`src/afepmc_pkg.sv`:
```
// Shared constants, register map and types for the front-end power mode controller
package afepmc_pkg;

    // ------------------------------------------------------------------
    // Clock and timing
    // ------------------------------------------------------------------
    localparam int CLK_FREQ_MHZ = 10;
    localparam int PD_WAKE_US = 375;
    localparam int SB_WAKE_US = 2;
    localparam int PD_WAKE_CYC_I = PD_WAKE_US * CLK_FREQ_MHZ;
    localparam int SB_WAKE_CYC_I = SB_WAKE_US * CLK_FREQ_MHZ;
    localparam logic [11:0] PD_WAKE_CYC = 12'(PD_WAKE_CYC_I);
    localparam logic [11:0] SB_WAKE_CYC = 12'(SB_WAKE_CYC_I);
    localparam logic [3:0] DLL_RELOCK_CYC = 4'h8;

    // ------------------------------------------------------------------
    // Widths
    // ------------------------------------------------------------------
    localparam int ADDR_W = 12;
    localparam int DATA_W = 16;
    localparam int NCH = 8;

    // ------------------------------------------------------------------
    // Register offsets and fields
    // ------------------------------------------------------------------
    localparam logic [11:0] REG_CTRL = 12'h008;
    localparam logic [11:0] REG_SETUP = 12'h110;
    localparam logic [11:0] REG_START = 12'h112;
    localparam logic [11:0] REG_STOP = 12'h113;
    localparam logic [11:0] REG_STATUS = 12'h114;
    localparam int CTRL_CHPD_LSB = 0;
    localparam int CTRL_SBY_BIT = 8;
    localparam int CTRL_DCS_BIT = 9;
    localparam int CTRL_PROF_BIT = 10;
    localparam int CTRL_RATE_BIT = 11;
    localparam int SETUP_AWARM_BIT = 0;
    localparam logic [15:0] CTRL_RST = 16'h0200;
    localparam logic [15:0] CNT_RST = 16'h0000;
    localparam logic [15:0] CNT_MAX = 16'hffff;
    localparam logic [11:0] WCNT_ONE = 12'h001;
    localparam logic [3:0] RELOCK_ONE = 4'h1;

    // ------------------------------------------------------------------
    // Types
    // ------------------------------------------------------------------
    typedef enum logic [2:0] {
        ST_ACTIVE = 3'b000,
        ST_PDOWN = 3'b001,
        ST_PDWAKE = 3'b010,
        ST_STANDBY_PIN = 3'b011,
        ST_SBWAKE = 3'b100
    } afepmc_state_type;

    typedef struct packed {
        logic refs;
        logic ref_buf;
        logic pll;
        logic bias;
    } afepmc_pwr_type;

    typedef struct packed {
        logic [4:0] rsvd;
        logic prof_run;
        logic valid;
        logic locked;
        logic oe;
        afepmc_pwr_type pwr;
        logic [2:0] state;
    } afepmc_status_type;

endpackage : afepmc_pkg

```
`src/afepmc_sync2.sv`:
```
// Two flip-flop synchroniser for one asynchronous pin level
`timescale 1ns/100ps
module afepmc_sync2 (
    // Clock and reset
    input wire logic clk_in,
    input wire logic sys_rst_in,
    // Pin level and its synchronised copy
    input wire logic async_in,
    output logic sync_out
);

    logic meta_r;

    // Only the second stage is visible to other logic
    always_ff @(posedge clk_in) begin
        if (sys_rst_in) begin
            meta_r <= 1'b0;
            sync_out <= 1'b0;
        end else begin
            meta_r <= async_in;
            sync_out <= meta_r;
        end
    end

endmodule : afepmc_sync2

```
`src/afepmc_top.sv`:
```
// Power mode sequencer, channel power profile and stabilizer relock control
//
// Contract
// RULE_01: Power-down pin high puts device deepest off: references, buffer, PLL, bias off.
// RULE_02: In power-down all serial data output drivers are high impedance.
// RULE_03: Power-down pin low makes device leave power-down and resume operation.
// RULE_04: Standby pin high powers everything down except internal references. Code also keeps the reference buffer on in standby.
// RULE_05: In standby all serial data output drivers are high impedance.
// RULE_06: Standby pin low makes device leave standby and return to operation.
// RULE_07: Host allows about 375 us after power-down release before relying on data.
// RULE_08: Wake-up delay after power-down scales with time spent powered down.
// RULE_09: Software may power down each channel or place whole device in standby.
// RULE_10: Software standby keeps the PLL running; recovery takes about 2 us.
// RULE_11: Enabled stabilizer retimes non-sampling edge for nominal 50% duty cycle.
// RULE_12: Stabilizer can be switched off; input edges then used directly.
// RULE_13: After a rate change the loop needs eight cycles; data then untrusted.
// RULE_14: Channels power up after start count, turn off after stop count samples.
// RULE_15: Start and stop counters count from the transmit trigger event.
// RULE_16: Analog powers before digital; warm-up set before start count programmed.
// RULE_17: Samples and sample counts are taken on the rising clock edge.
// RULE_18: Pins are synchronised; power-down wins over standby when both high.
`timescale 1ns/100ps
module afepmc_top (
    // Clock and reset
    input wire logic clk_in,
    input wire logic sys_rst_in,
    // Register port
    input wire logic [11:0] reg_addr_in,
    input wire logic [15:0] reg_wdata_in,
    input wire logic reg_wr_in,
    input wire logic reg_rd_in,
    output logic [15:0] reg_rdata_out,
    // Host pins
    input wire logic power_down_pin_in,
    input wire logic standby_pin_in,
    input wire logic transmit_trigger_in,
    // Supply, analog and digital channel power controls
    output afepmc_pkg::afepmc_pwr_type pwr_en_out,
    output logic [7:0] chan_analog_en_out,
    output logic [7:0] chan_digital_en_out,
    // Output drivers and clock stabilizer
    output logic lvds_oe_out,
    output logic dcs_retime_out,
    output logic dll_locked_out,
    output logic data_valid_out
);

    // ------------------------------------------------------------------
    // Declarations
    // ------------------------------------------------------------------
    logic pd_s;
    logic sby_s;
    logic trig_s;
    logic trig_d_r;
    logic trig_rise;
    logic [15:0] ctrl_r;
    logic awarm_r;
    logic [15:0] start_cnt_r;
    logic [15:0] stop_cnt_r;
    logic rate_chg_r;
    logic [7:0] chan_pd;
    logic soft_sby;
    logic dcs_en;
    logic prof_en;
    logic sby_any;
    logic wr_ctrl;
    logic wr_start;
    afepmc_pkg::afepmc_state_type state_r;
    logic [11:0] wake_cnt_r;
    logic [11:0] pd_time_r;
    logic [3:0] relock_cnt_r;
    logic wake_done;
    afepmc_pkg::afepmc_pwr_type pwr_nxt;
    afepmc_pkg::afepmc_pwr_type pwr_r;
    logic oe_r;
    logic [15:0] sample_cnt_r;
    logic prof_run_r;
    logic in_window;
    logic [7:0] chan_analog_nxt;
    logic [7:0] chan_analog_r;
    logic [7:0] chan_digital_r;
    logic [15:0] rdata_r;
    afepmc_pkg::afepmc_status_type status;

    // ------------------------------------------------------------------
    // Pin synchronisers
    // ------------------------------------------------------------------
    afepmc_sync2 u_sync_pd (
        .clk_in(clk_in),
        .sys_rst_in(sys_rst_in),
        .async_in(power_down_pin_in),
        .sync_out(pd_s)
    ); // [RULE_18]

    afepmc_sync2 u_sync_sby (
        .clk_in(clk_in),
        .sys_rst_in(sys_rst_in),
        .async_in(standby_pin_in),
        .sync_out(sby_s)
    ); // [RULE_18]

    afepmc_sync2 u_sync_trig (
        .clk_in(clk_in),
        .sys_rst_in(sys_rst_in),
        .async_in(transmit_trigger_in),
        .sync_out(trig_s)
    );

    // ------------------------------------------------------------------
    // Register file
    // ------------------------------------------------------------------
    assign chan_pd = ctrl_r[afepmc_pkg::CTRL_CHPD_LSB +: afepmc_pkg::NCH];
    assign soft_sby = ctrl_r[afepmc_pkg::CTRL_SBY_BIT];
    assign dcs_en = ctrl_r[afepmc_pkg::CTRL_DCS_BIT];
    assign prof_en = ctrl_r[afepmc_pkg::CTRL_PROF_BIT];
    assign sby_any = sby_s | soft_sby; // [RULE_09]
    assign wr_ctrl = reg_wr_in && (reg_addr_in == afepmc_pkg::REG_CTRL);
    assign wr_start = reg_wr_in && (reg_addr_in == afepmc_pkg::REG_START);

    // Writable controls; the rate-change bit is a strobe and never stored
    always_ff @(posedge clk_in) begin
        if (sys_rst_in) begin
            ctrl_r <= afepmc_pkg::CTRL_RST;
            awarm_r <= 1'b0;
            stop_cnt_r <= afepmc_pkg::CNT_RST;
            rate_chg_r <= 1'b0;
        end else begin
            rate_chg_r <= wr_ctrl && reg_wdata_in[afepmc_pkg::CTRL_RATE_BIT];
            if (wr_ctrl) begin
                ctrl_r <= reg_wdata_in & ~(16'h0001 << afepmc_pkg::CTRL_RATE_BIT);
            end
            if (reg_wr_in && (reg_addr_in == afepmc_pkg::REG_SETUP)) begin
                awarm_r <= reg_wdata_in[afepmc_pkg::SETUP_AWARM_BIT];
            end
            if (reg_wr_in && (reg_addr_in == afepmc_pkg::REG_STOP)) begin
                stop_cnt_r <= reg_wdata_in;
            end
        end
    end

    // Start count is refused until analog warm-up is set, so digital never leads
    always_ff @(posedge clk_in) begin
        if (sys_rst_in) begin
            start_cnt_r <= afepmc_pkg::CNT_RST;
        end else if (wr_start && awarm_r) begin // [RULE_16]
            start_cnt_r <= reg_wdata_in;
        end
    end

    // Status view of the sequencer
    always_comb begin
        status = '0;
        status.state = state_r;
        status.pwr = pwr_r;
        status.oe = oe_r;
        status.locked = dll_locked_out;
        status.valid = data_valid_out;
        status.prof_run = prof_run_r;
    end

    // Read data stand one cycle after the strobe only; unmapped reads return zero
    always_ff @(posedge clk_in) begin
        if (sys_rst_in || !reg_rd_in) begin
            rdata_r <= 16'h0000;
        end else begin
            case (reg_addr_in)
                afepmc_pkg::REG_CTRL: rdata_r <= ctrl_r;
                afepmc_pkg::REG_SETUP: rdata_r <= {15'h0000, awarm_r};
                afepmc_pkg::REG_START: rdata_r <= start_cnt_r;
                afepmc_pkg::REG_STOP: rdata_r <= stop_cnt_r;
                afepmc_pkg::REG_STATUS: rdata_r <= status;
                default: rdata_r <= 16'h0000;
            endcase
        end
    end

    // ------------------------------------------------------------------
    // Power mode sequencer
    // ------------------------------------------------------------------
    // Power-down is checked first in every state so it always wins
    always_ff @(posedge clk_in) begin
        if (sys_rst_in) begin
            state_r <= afepmc_pkg::ST_ACTIVE;
            wake_cnt_r <= 12'h000;
        end else begin
            case (state_r)
                afepmc_pkg::ST_ACTIVE: begin
                    if (pd_s) begin
                        state_r <= afepmc_pkg::ST_PDOWN; // [RULE_01] [RULE_18]
                    end else if (sby_any) begin
                        state_r <= afepmc_pkg::ST_STANDBY_PIN; // [RULE_04] [RULE_09]
                    end
                end
                afepmc_pkg::ST_PDOWN: begin
                    if (!pd_s) begin
                        state_r <= afepmc_pkg::ST_PDWAKE; // [RULE_03]
                        wake_cnt_r <= pd_time_r + afepmc_pkg::WCNT_ONE; // [RULE_08]
                    end
                end
                afepmc_pkg::ST_PDWAKE, afepmc_pkg::ST_SBWAKE: begin
                    if (pd_s) begin
                        state_r <= afepmc_pkg::ST_PDOWN;
                    end else if (sby_any) begin
                        state_r <= afepmc_pkg::ST_STANDBY_PIN;
                    end else if (wake_cnt_r <= afepmc_pkg::WCNT_ONE) begin
                        state_r <= afepmc_pkg::ST_ACTIVE;
                    end else begin
                        wake_cnt_r <= wake_cnt_r - afepmc_pkg::WCNT_ONE;
                    end
                end
                afepmc_pkg::ST_STANDBY_PIN: begin
                    if (pd_s) begin
                        state_r <= afepmc_pkg::ST_PDOWN;
                    end else if (!sby_any) begin
                        state_r <= afepmc_pkg::ST_SBWAKE; // [RULE_06]
                        wake_cnt_r <= afepmc_pkg::SB_WAKE_CYC; // [RULE_10]
                    end
                end
                default: begin
                    state_r <= afepmc_pkg::ST_ACTIVE;
                end
            endcase
        end
    end

    // Time spent powered down, capped at the full reference recharge time
    always_ff @(posedge clk_in) begin
        if (sys_rst_in || state_r != afepmc_pkg::ST_PDOWN) begin
            pd_time_r <= 12'h000;
        end else if (pd_time_r < afepmc_pkg::PD_WAKE_CYC - afepmc_pkg::WCNT_ONE) begin
            pd_time_r <= pd_time_r + afepmc_pkg::WCNT_ONE; // [RULE_08] [RULE_07]
        end
    end

    assign wake_done = (state_r == afepmc_pkg::ST_PDWAKE || state_r == afepmc_pkg::ST_SBWAKE) &&
                       !pd_s && !sby_any && (wake_cnt_r <= afepmc_pkg::WCNT_ONE);

    // Supply network enables per state; software standby keeps the PLL alive
    always_comb begin
        pwr_nxt = '0;
        case (state_r)
            afepmc_pkg::ST_ACTIVE, afepmc_pkg::ST_PDWAKE, afepmc_pkg::ST_SBWAKE: begin
                pwr_nxt = '1;
            end
            afepmc_pkg::ST_STANDBY_PIN: begin
                pwr_nxt.refs = 1'b1; // [RULE_04]
                pwr_nxt.ref_buf = 1'b1;
                pwr_nxt.pll = !sby_s; // [RULE_10]
            end
            default: begin
                pwr_nxt = '0; // [RULE_01]
            end
        endcase
    end

    // Drivers float in power-down and standby
    always_ff @(posedge clk_in) begin
        if (sys_rst_in) begin
            pwr_r <= '0;
            oe_r <= 1'b0;
        end else begin
            pwr_r <= pwr_nxt;
            oe_r <= (state_r != afepmc_pkg::ST_PDOWN) && (state_r != afepmc_pkg::ST_STANDBY_PIN); // [RULE_02] [RULE_05]
        end
    end

    // ------------------------------------------------------------------
    // Duty cycle stabilizer relock
    // ------------------------------------------------------------------
    // The rate cannot be seen here, so software flags a change; wake-up also relocks
    always_ff @(posedge clk_in) begin
        if (sys_rst_in) begin
            relock_cnt_r <= afepmc_pkg::DLL_RELOCK_CYC;
        end else if (wr_ctrl && reg_wdata_in[afepmc_pkg::CTRL_DCS_BIT] && !dcs_en) begin
            relock_cnt_r <= afepmc_pkg::DLL_RELOCK_CYC; // [RULE_13]
        end else if (!dcs_en) begin
            relock_cnt_r <= 4'h0; // [RULE_12]
        end else if (rate_chg_r || wake_done) begin
            relock_cnt_r <= afepmc_pkg::DLL_RELOCK_CYC; // [RULE_13]
        end else if (relock_cnt_r != 4'h0) begin
            relock_cnt_r <= relock_cnt_r - afepmc_pkg::RELOCK_ONE;
        end
    end

    // ------------------------------------------------------------------
    // Channel power profile
    // ------------------------------------------------------------------
    assign trig_rise = trig_s && !trig_d_r;

    // Sample counter restarts on every trigger and stops at its ceiling
    always_ff @(posedge clk_in) begin
        if (sys_rst_in) begin
            trig_d_r <= 1'b0;
            sample_cnt_r <= afepmc_pkg::CNT_RST;
            prof_run_r <= 1'b0;
        end else begin
            trig_d_r <= trig_s;
            if (!prof_en) begin
                prof_run_r <= 1'b0;
                sample_cnt_r <= afepmc_pkg::CNT_RST;
            end else if (trig_rise) begin
                prof_run_r <= 1'b1; // [RULE_15]
                sample_cnt_r <= afepmc_pkg::CNT_RST;
            end else if (prof_run_r && sample_cnt_r != afepmc_pkg::CNT_MAX) begin
                sample_cnt_r <= sample_cnt_r + 16'h0001; // [RULE_17]
            end
        end
    end

    // A stop count of zero means the channel stays on until the next trigger
    assign in_window = !prof_en || (prof_run_r && (sample_cnt_r >= start_cnt_r) &&
                       ((stop_cnt_r == afepmc_pkg::CNT_RST) || (sample_cnt_r < stop_cnt_r))); // [RULE_14]
    assign chan_analog_nxt = (pwr_nxt.bias && in_window) ? ~chan_pd : 8'h00; // [RULE_09]

    // Digital follows analog one cycle later on power-up and drops with it
    always_ff @(posedge clk_in) begin
        if (sys_rst_in) begin
            chan_analog_r <= 8'h00;
            chan_digital_r <= 8'h00;
        end else begin
            chan_analog_r <= chan_analog_nxt;
            chan_digital_r <= chan_analog_r & chan_analog_nxt; // [RULE_16]
        end
    end

    // ------------------------------------------------------------------
    // Outputs
    // ------------------------------------------------------------------
    assign reg_rdata_out = rdata_r;
    assign pwr_en_out = pwr_r;
    assign chan_analog_en_out = chan_analog_r;
    assign chan_digital_en_out = chan_digital_r;
    assign lvds_oe_out = oe_r;
    assign dcs_retime_out = dcs_en; // [RULE_11] [RULE_12]
    assign dll_locked_out = (relock_cnt_r == 4'h0);
    assign data_valid_out = oe_r && (state_r == afepmc_pkg::ST_ACTIVE) && dll_locked_out; // [RULE_13]

    // ------------------------------------------------------------------
    // Assertions
    // ------------------------------------------------------------------
    pd_entry_a: assert property (@(posedge clk_in) disable iff (sys_rst_in)
        pd_s |=> state_r == afepmc_pkg::ST_PDOWN) else $error("power-down pin not obeyed"); // [RULE_01] [RULE_18]
    pd_all_off_a: assert property (@(posedge clk_in) disable iff (sys_rst_in)
        state_r == afepmc_pkg::ST_PDOWN |=> pwr_en_out == '0) else $error("supplies on in power-down"); // [RULE_01]
    pd_hiz_a: assert property (@(posedge clk_in) disable iff (sys_rst_in)
        state_r == afepmc_pkg::ST_PDOWN |=> !lvds_oe_out) else $error("drivers on in power-down"); // [RULE_02]
    pd_exit_a: assert property (@(posedge clk_in) disable iff (sys_rst_in)
        state_r == afepmc_pkg::ST_PDOWN && !pd_s |=> state_r == afepmc_pkg::ST_PDWAKE) else $error("no exit"); // [RULE_03]
    sby_refs_a: assert property (@(posedge clk_in) disable iff (sys_rst_in)
        state_r == afepmc_pkg::ST_STANDBY_PIN |=> pwr_en_out.refs && !pwr_en_out.bias && !lvds_oe_out)
        else $error("standby power wrong"); // [RULE_04] [RULE_05]
    sby_exit_a: assert property (@(posedge clk_in) disable iff (sys_rst_in)
        state_r == afepmc_pkg::ST_STANDBY_PIN && !pd_s && !sby_any |=> state_r == afepmc_pkg::ST_SBWAKE &&
        wake_cnt_r == afepmc_pkg::SB_WAKE_CYC) else $error("standby exit wrong"); // [RULE_06] [RULE_10]
    wake_scale_a: assert property (@(posedge clk_in) disable iff (sys_rst_in)
        state_r == afepmc_pkg::ST_PDOWN && !pd_s |=> wake_cnt_r == $past(pd_time_r) + afepmc_pkg::WCNT_ONE)
        else $error("wake delay not scaled"); // [RULE_08]
    soft_pll_a: assert property (@(posedge clk_in) disable iff (sys_rst_in)
        state_r == afepmc_pkg::ST_STANDBY_PIN && !sby_s |=> pwr_en_out.pll) else $error("pll off in soft standby"); // [RULE_10]
    chan_pd_a: assert property (@(posedge clk_in) disable iff (sys_rst_in)
        1'b1 |=> (chan_analog_en_out & $past(chan_pd)) == 8'h00) else $error("channel not powered down"); // [RULE_09]
    dcs_relock_a: assert property (@(posedge clk_in) disable iff (sys_rst_in)
        rate_chg_r && dcs_en |=> !dll_locked_out [*8] ##1 (dll_locked_out || rate_chg_r || wake_done))
        else $error("relock length wrong"); // [RULE_13]
    dcs_off_a: assert property (@(posedge clk_in) disable iff (sys_rst_in)
        !dcs_en |=> dll_locked_out || dcs_en) else $error("loop active with stabilizer off"); // [RULE_11] [RULE_12]
    start_gate_a: assert property (@(posedge clk_in) disable iff (sys_rst_in)
        wr_start && !awarm_r |=> $stable(start_cnt_r)) else $error("start count taken before warm-up"); // [RULE_16]
    an_first_a: assert property (@(posedge clk_in) disable iff (sys_rst_in)
        1'b1 |=> (chan_digital_en_out & ~$past(chan_analog_r)) == 8'h00) else $error("digital before analog"); // [RULE_16]
    trig_count_a: assert property (@(posedge clk_in) disable iff (sys_rst_in)
        prof_en && trig_rise |=> sample_cnt_r == afepmc_pkg::CNT_RST ##1
        (sample_cnt_r == 16'h0001 || !prof_en || trig_rise)) else $error("count not from trigger"); // [RULE_15] [RULE_17]
    early_off_a: assert property (@(posedge clk_in) disable iff (sys_rst_in)
        prof_en && sample_cnt_r < start_cnt_r |=> chan_analog_en_out == 8'h00) else $error("channel on early"); // [RULE_14]

endmodule : afepmc_top

```
`config.mk`:
```
export PLATFORM = sky130hd
export DESIGN_NAME = afepmc_top
export DESIGN_NICKNAME = d
export VERILOG_FILES = /design/src/afepmc_pkg.sv /design/src/afepmc_sync2.sv /design/src/afepmc_top.sv
export SDC_FILE = /design/constraint.sdc
export NUM_CORES = 1
export LEC_CHECK = 0
export BUFFER_PORTS_ARGS = -buffer_cell sky130_fd_sc_hd__buf_2
export CORE_ASPECT_RATIO = 1.5
export CORE_MARGIN = 2
export CORE_UTILIZATION = 50
export DETAILED_ROUTE_END_ITERATION = 10
export PLACE_DENSITY = 0.7
export RECOVER_POWER = 50
export SYNTH_ARGS = -nofsm -noshare
export SYNTH_HDL_FRONTEND = slang
export SYNTH_SLANG_ARGS = --single-unit
```
`constraint.sdc`:
```
create_clock -name clk_in -period 2.6 [get_ports clk_in]
set_input_delay 0.13 -clock clk_in [delete_from_list [all_inputs] [get_ports clk_in]]
set_output_delay 0.13 -clock clk_in [all_outputs]
set_load 0.01 [all_outputs]
```
# After elaboration in Yosys (flattened, before gate mapping)
# Index checks and enable logic that the tools add are counted.
dict set report word_totals {
  wordCells 130
  output_inout_bits 40
  register_bits 141
}
dict set report classes {
  n_reduce_logical 45
  n_lt_le_gt_ge 4
  add_sub_neg 4
  n_eq_ne 22
  bitwise_logic 5
  n_mux 23
}
# op n
set ops {}
lappend ops {{$pmux W16 S5} 1}
lappend ops {{$mux W12} 6}
lappend ops {{$eq A12 B9 Y1 const B} 4}
lappend ops {{$pmux W12 S3} 1}
lappend ops {{$mux W3} 8}
lappend ops {{$logic_and A1 B1 Y1} 19}
lappend ops {{$add A16 B1 Y16 const B} 1}
lappend ops {{$ge A16 B16 Y1} 1}
lappend ops {{$logic_not A16 Y1} 1}
lappend ops {{$lt A16 B16 Y1} 1}
lappend ops {{$ne A16 B16 Y1 const B} 1}
lappend ops {{$add A12 B1 Y12 const B} 1}
lappend ops {{$eq A12 B4 Y1 const B} 1}
lappend ops {{$le A12 B1 Y1 const B} 1}
lappend ops {{$lt A12 B12 Y1 const B} 1}
lappend ops {{$mux W4} 3}
lappend ops {{$ne A2 B2 Y1 const B} 6}
lappend ops {{$pmux W3 S4} 1}
lappend ops {{$sub A12 B1 Y12 const B} 1}
lappend ops {{$ne A3 B2 Y1 const B} 3}
lappend ops {{$and A8 B8 Y8} 1}
lappend ops {{$mux W8} 1}
lappend ops {{$not A8 Y8} 1}
lappend ops {{$logic_not A1 Y1} 7}
lappend ops {{other kinds (20)} 31}

# Logic depth before layout (Yosys ltp)
dict set report depth {
  word_depth 8
  depth_mapped 9
  ltp_nobuf 8
}

# By module
# Synthesis repeated with hierarchy kept, for this count alone.
dict set report unflattened {
  hier_cells 819
  area_unflattened_um2 6642.6
}
# mod cells_per_inst n_inst area_each_um2
set by_module_without_submodules {}
lappend by_module_without_submodules {afepmc_top 807 1 6485.0}
lappend by_module_without_submodules {afepmc_sync2 4 3 52.6}

# Worst setup path after synthesis
# OpenSTA, ideal clock, no wires.
dict set report synth_path {
  kind {reg-to-reg}
  start {register sample_cnt_r[0]}
  end {register chan_digital_r[5], in the netlist chan_digital_en_out[5]}
  path_stages_with_launch 10
  n_path_buf 1
  path_slack_ps 365
  t_required_ps 2470
  t_arrival_ps 2104
  cell_sequence {dfxtp_1 > inv_1 > ha_1 > nand2b_1 > a211o_1 > a21oi_1 > o21ai_0 > a41oi_1 > clkbuf_1 > nor3b_1}
}
dict set report synth_between {
  elab_chain_len 7
}
# element line_no
set synth_lines {}
lappend synth_lines {{from (decl)} afepmc_top.sv:76} ;# logic [15:0] sample_cnt_r;
lappend synth_lines {{from (signal assigned)} afepmc_top.sv:294} ;# sample_cnt_r <= afepmc_pkg::CNT_RST;
lappend synth_lines {{from (signal assigned)} afepmc_top.sv:300} ;# sample_cnt_r <= afepmc_pkg::CNT_RST;
lappend synth_lines {{from (signal assigned)} afepmc_top.sv:303} ;# sample_cnt_r <= afepmc_pkg::CNT_RST;
lappend synth_lines {{$ge A16 B16 Y1 or $lt A16 B16 Y1 (tied branches)} {afepmc_top.sv:311, afepmc_top.sv:312}}
lappend synth_lines {{$logic_and A1 B1 Y1 or $logic_or A1 B1 Y1 (tied branches)} {afepmc_top.sv:311, afepmc_top.sv:312}}
lappend synth_lines {{$logic_and A1 B1 Y1 *} afepmc_top.sv:311} ;# assign in_window = !prof_en || (prof_run_r && (sample_cnt_r >= start_cnt_r) &&
lappend synth_lines {{$logic_or A1 B1 Y1 *} afepmc_top.sv:311}
lappend synth_lines {{$logic_and A1 B1 Y1 *} afepmc_top.sv:313} ;# assign chan_analog_nxt = (pwr_nxt.bias && in_window) ? ~chan_pd : 8'h00;
lappend synth_lines {{$mux W8 *} afepmc_top.sv:313}
lappend synth_lines {{$and A8 B8 Y8 *} afepmc_top.sv:322} ;# chan_digital_r <= chan_analog_r & chan_analog_nxt;
lappend synth_lines {{to (signal assigned)} afepmc_top.sv:322}
lappend synth_lines {{to (decl)} afepmc_top.sv:81} ;# logic [7:0] chan_digital_r;
# Every way passes the cells marked *; elsewhere a longest branch is shown, timed or not.
# A chain may end at the register's enable or synchronous reset.

# Final worst setup path
dict set report layout_path {
  start {register sample_cnt_r[6]}
  end {register chan_digital_r[1], in the netlist chan_digital_en_out[1]}
}
# Same word-level chain as after synthesis.

==> flow_summary_export.csv <==
group,metric,value,unit
sta,slew_headroom,13.5,%
sta,timing.final.crit_share,92.3,%
sta,timing.final.setup_violations,0,
place,io_buffers,74,
final_layout,diodes,0,
floorplanning,dieWidth,97.9,um
synth,yosysSeqAreaShare,42.4,%
floorplanning,die_h,145,um
synth,synth_seq_cells,140,
global_routing,grt_pass1_vias,6032,
routing,wire_per_inst,16.8,um
sta,hold_viol_final,0,
synth,yosysMostFrequentCell,"dfxtp_1",
synth,yosysTopAreaCellShare,42.4,%
synth,synth.cell_area,0.00661,mm2
global_routing,grt.total_usage,25.7,%
synth,yosys.area.top_type,"dfxtp_1",
synth,yosysUniqueCellTypes,57,
floorplanning,start_util,51.0,%
sta,rsz0062_at_grt,"false",
sta,final-max-slew-violation-count,0,
pwr,max-vdd-ir-drop,0.463,mV
synth,async_flop_share,0,%
sta,holdWs,23.8,ps
clock_network,cts_tree,"done",
clock_network,clock_path_buffers,2,
synth,synth_edf_count,0,
synth,syn_nets,880,
clock_network,clk_latency,420,ps
routing,ant_nets,0,
clock_network,clock_sinks,140,
routing,drc,0,
critical_path,cp_slowest_cell,"o41ai_1",
routing,dr.pass1.iters,6,
critical_path,setup.worst_path.start_class,"flip-flop",
synth,ys_warn_count,0,
critical_path,worst_path_largest_cell_delay,530,ps
critical_path,path_max_fanout,16,
synth,synth_common_cells,"140 x dfxtp_1, 113 x nand2_1, 97 x a21oi_1, 73 x nor2_1, 47 x inv_1",
synth,postSynthCellCount,808,
status,status,"finished, final reports clean",
critical_path,critical_path_class,"flip-flop to flip-flop",
global_routing,grt_max_degree,36,
synth,synth_area_per_cell,8.18,um2
clock_network,post_cts_buffers,0,
synth,ys.flop_type,"dfxtp_1",
sta,fmax,417,MHz
critical_path,path_cells,"ha_1, a21oi_1, a21boi_0, o41ai_1, a41oi_1, buf_4, nor3b_1",
sta,finalCriticalPeriod,2400,ps
critical_path,cp.arrival,2730,ps
routing,drt_iter0_markers,357,
flow_run,drv_cap,0,
floorplanning,pin_count,75,
global_routing,antenna_found_initial,0,
critical_path,crit_path_end_kind,"flip-flop",
clock_network,clk_pin_slew_worst_paths,60,ps
place,gp_congestion,0.850,
sta,fin_tns_setup,0,ps
critical_path,path_delay_family,"compound AO/OA/AOI/OAI gates",
routing,routed-via-count,6170,
final_layout,fin_nets,969,
clock_network,htree_levels,4,
floorplanning,die_area,0.0142,mm2
final_layout,fill_cells,1159,
routing,routed_wl,18.0,mm
critical_path,cp_num_buf_inv,1,
global_routing,gr-total-overflow,0,
floorplanning,placementRows,51,
clock_network,cts_buffers,17,
sta,clock_skew,7.34,ps
final_layout,area_growth,18.0,%
pwr,power_density,675,mW/mm2
floorplanning,coreArea,0.0130,mm2
synth,synth_area_leaders,"dfxtp_1 42%, a21oi_1 7.3%, ha_1 7.0%",
critical_path,crit_required,2930,ps
clock_network,cts-root-buf,"clkbuf_16",
routing,viasPerCell,5.77,
hold_path,hold_path.class,"primary input to flip-flop",
place,dpl.hpwl,13.4,mm
final_layout,regArea,0.00280,mm2
global_routing,grt_pass1_wl,29.2,mm
sta,tightest_slew,1290,ps
pwr,p_leak,2.74,nW
pwr,finalPower,0.00527,W
final_layout,final_layout_size_suffix_gt1_share,9.56,%
final_layout,multi_input_area,0.00340,mm2
per-layer routing:
layer / share of wire (%) / track usage (%)
met1: 38 / 27.6
met2: 53 / 47.5
met3: 4.8 / 5.24
met4: 3.8 / 13.4
met5: 0 / 0
area by class of cell:
class / count / share of cell area, %
Timing Repair Buffer: 110 / 7.94
Clock buffer: 20 / 5.98
Tap cell: 159 / 2.55
Multi-Input combinational cell: 581 / 43.6
Sequential cell: 140 / 35.9
Clock inverter: 12 / 1.76
Inverter: 47 / 2.26
worst paths after layout:
path                                 from                           endpoint  cells past startpoint  slack [ps]
max reg2reg  sample_cnt_r[6]$_SDFFE_PP0P_  chan_digital_en_out[1]$_SDFF_PP0_                      7         200
min reg2reg  u_sync_sby.meta_r$_SDFF_PP0_     u_sync_sby.sync_out$_SDFF_PP0_                      1         440
min                       reg_wdata_in[7]        start_cnt_r[7]$_SDFFE_PP0P_                      3          20
max          sample_cnt_r[6]$_SDFFE_PP0P_  chan_digital_en_out[1]$_SDFF_PP0_                      7         200
power breakdown:
part | internal (W) | leakage [nW] | switching (W)
Clock | 0.00150 | 0.293 | 0.000941
Combinational | 0.000229 | 1.31 | 0.000316
Sequential | 0.00222 | 1.14 | 0.0000627
Total | 0.00395 | 2.74 | 0.00132
worst min-delay path: cells and delay by family:
family          cells  cell delay (ps)
buf+inv             1              130
simple gates        1               60
compound gates      1               60
timing repair:
item	CTS	global route
gates resized for setup	0	1
hold buffers	18	0
endpoints found under the hold margin	31	0
endpoints found under the setup margin	0	8
cells in the final DEF, fill, tap and decap left out, types with 3 or more instances in the layout:
| master | count |
|---|---|
| a211oi_1 | 7 |
| a21o_1 | 3 |
| a21oi_1 | 97 |
| a222oi_1 | 4 |
| a22oi_1 | 20 |
| a31oi_1 | 6 |
| and3_1 | 5 |
| and4_1 | 3 |
| buf_2 | 35 |
| buf_4 | 13 |
| clkbuf_1 | 43 |
| clkbuf_16 | 17 |
| clkbuf_8 | 3 |
| clkinv_4 | 4 |
| dfxtp_1 | 140 |
| dlygate4sd3_1 | 18 |
| ha_1 | 37 |
| inv_1 | 47 |
| mux2i_1 | 5 |
| nand2_1 | 113 |
| nand2b_1 | 7 |
| nand3_1 | 34 |
| nand4_1 | 9 |
| nor2_1 | 72 |
| nor2b_1 | 14 |
| nor3_1 | 17 |
| nor3b_1 | 13 |
| nor4_1 | 11 |
| o21ai_0 | 27 |
| o22ai_1 | 3 |
| or2_2 | 4 |
| or3_1 | 13 |
| xnor2_1 | 18 |
| xor2_1 | 9 |
metrics by stage:
| step | cell area, um2 | utilization, % | worst slack [ps] | cells |
|---|---|---|---|---|
| final | 7800 | 60.3 | 199 | 1069 |
| after global routing | 7800 | 60.3 | 47.5 | 1069 |
| after global placement | 7120 | 55.0 | 247 | 1019 |
| after detailed placement | 7120 | 55.0 | 194 | 1019 |
| after CTS | 7900 | 61.0 | 178 | 1069 |
| after floorplan | 6610 | - | 365 | 808 |
cells by family (layout without fill, tap and decap cells):
group / count (synthesis) / count (layout) / share of synthesized area, %
DFF: 140 / 140 / 42.4
and+or+nand+nor: 322 / 322 / 23.5
adders and majority gates: 37 / 37 / 7.00
AOI/OAI and AO/OA: 189 / 189 / 17.0
buffers and inverters: 87 / 189 / 5.68
muxes: 6 / 6 / 0.927
xor gates and xnor gates: 27 / 27 / 3.58
state kept, by name (all words and copies together) (netlist names), 4 cells and up:
name / cells
ctrl_r: 15
sample_cnt_r: 16
reg_rdata_out: 16
pd_time_r: 12
relock_cnt_r: 4
chan_analog_en_out: 8
start_cnt_r: 16
wake_cnt_r: 12
chan_digital_en_out: 8
stop_cnt_r: 16
Note: power is estimated with default switching activity, not from simulation.
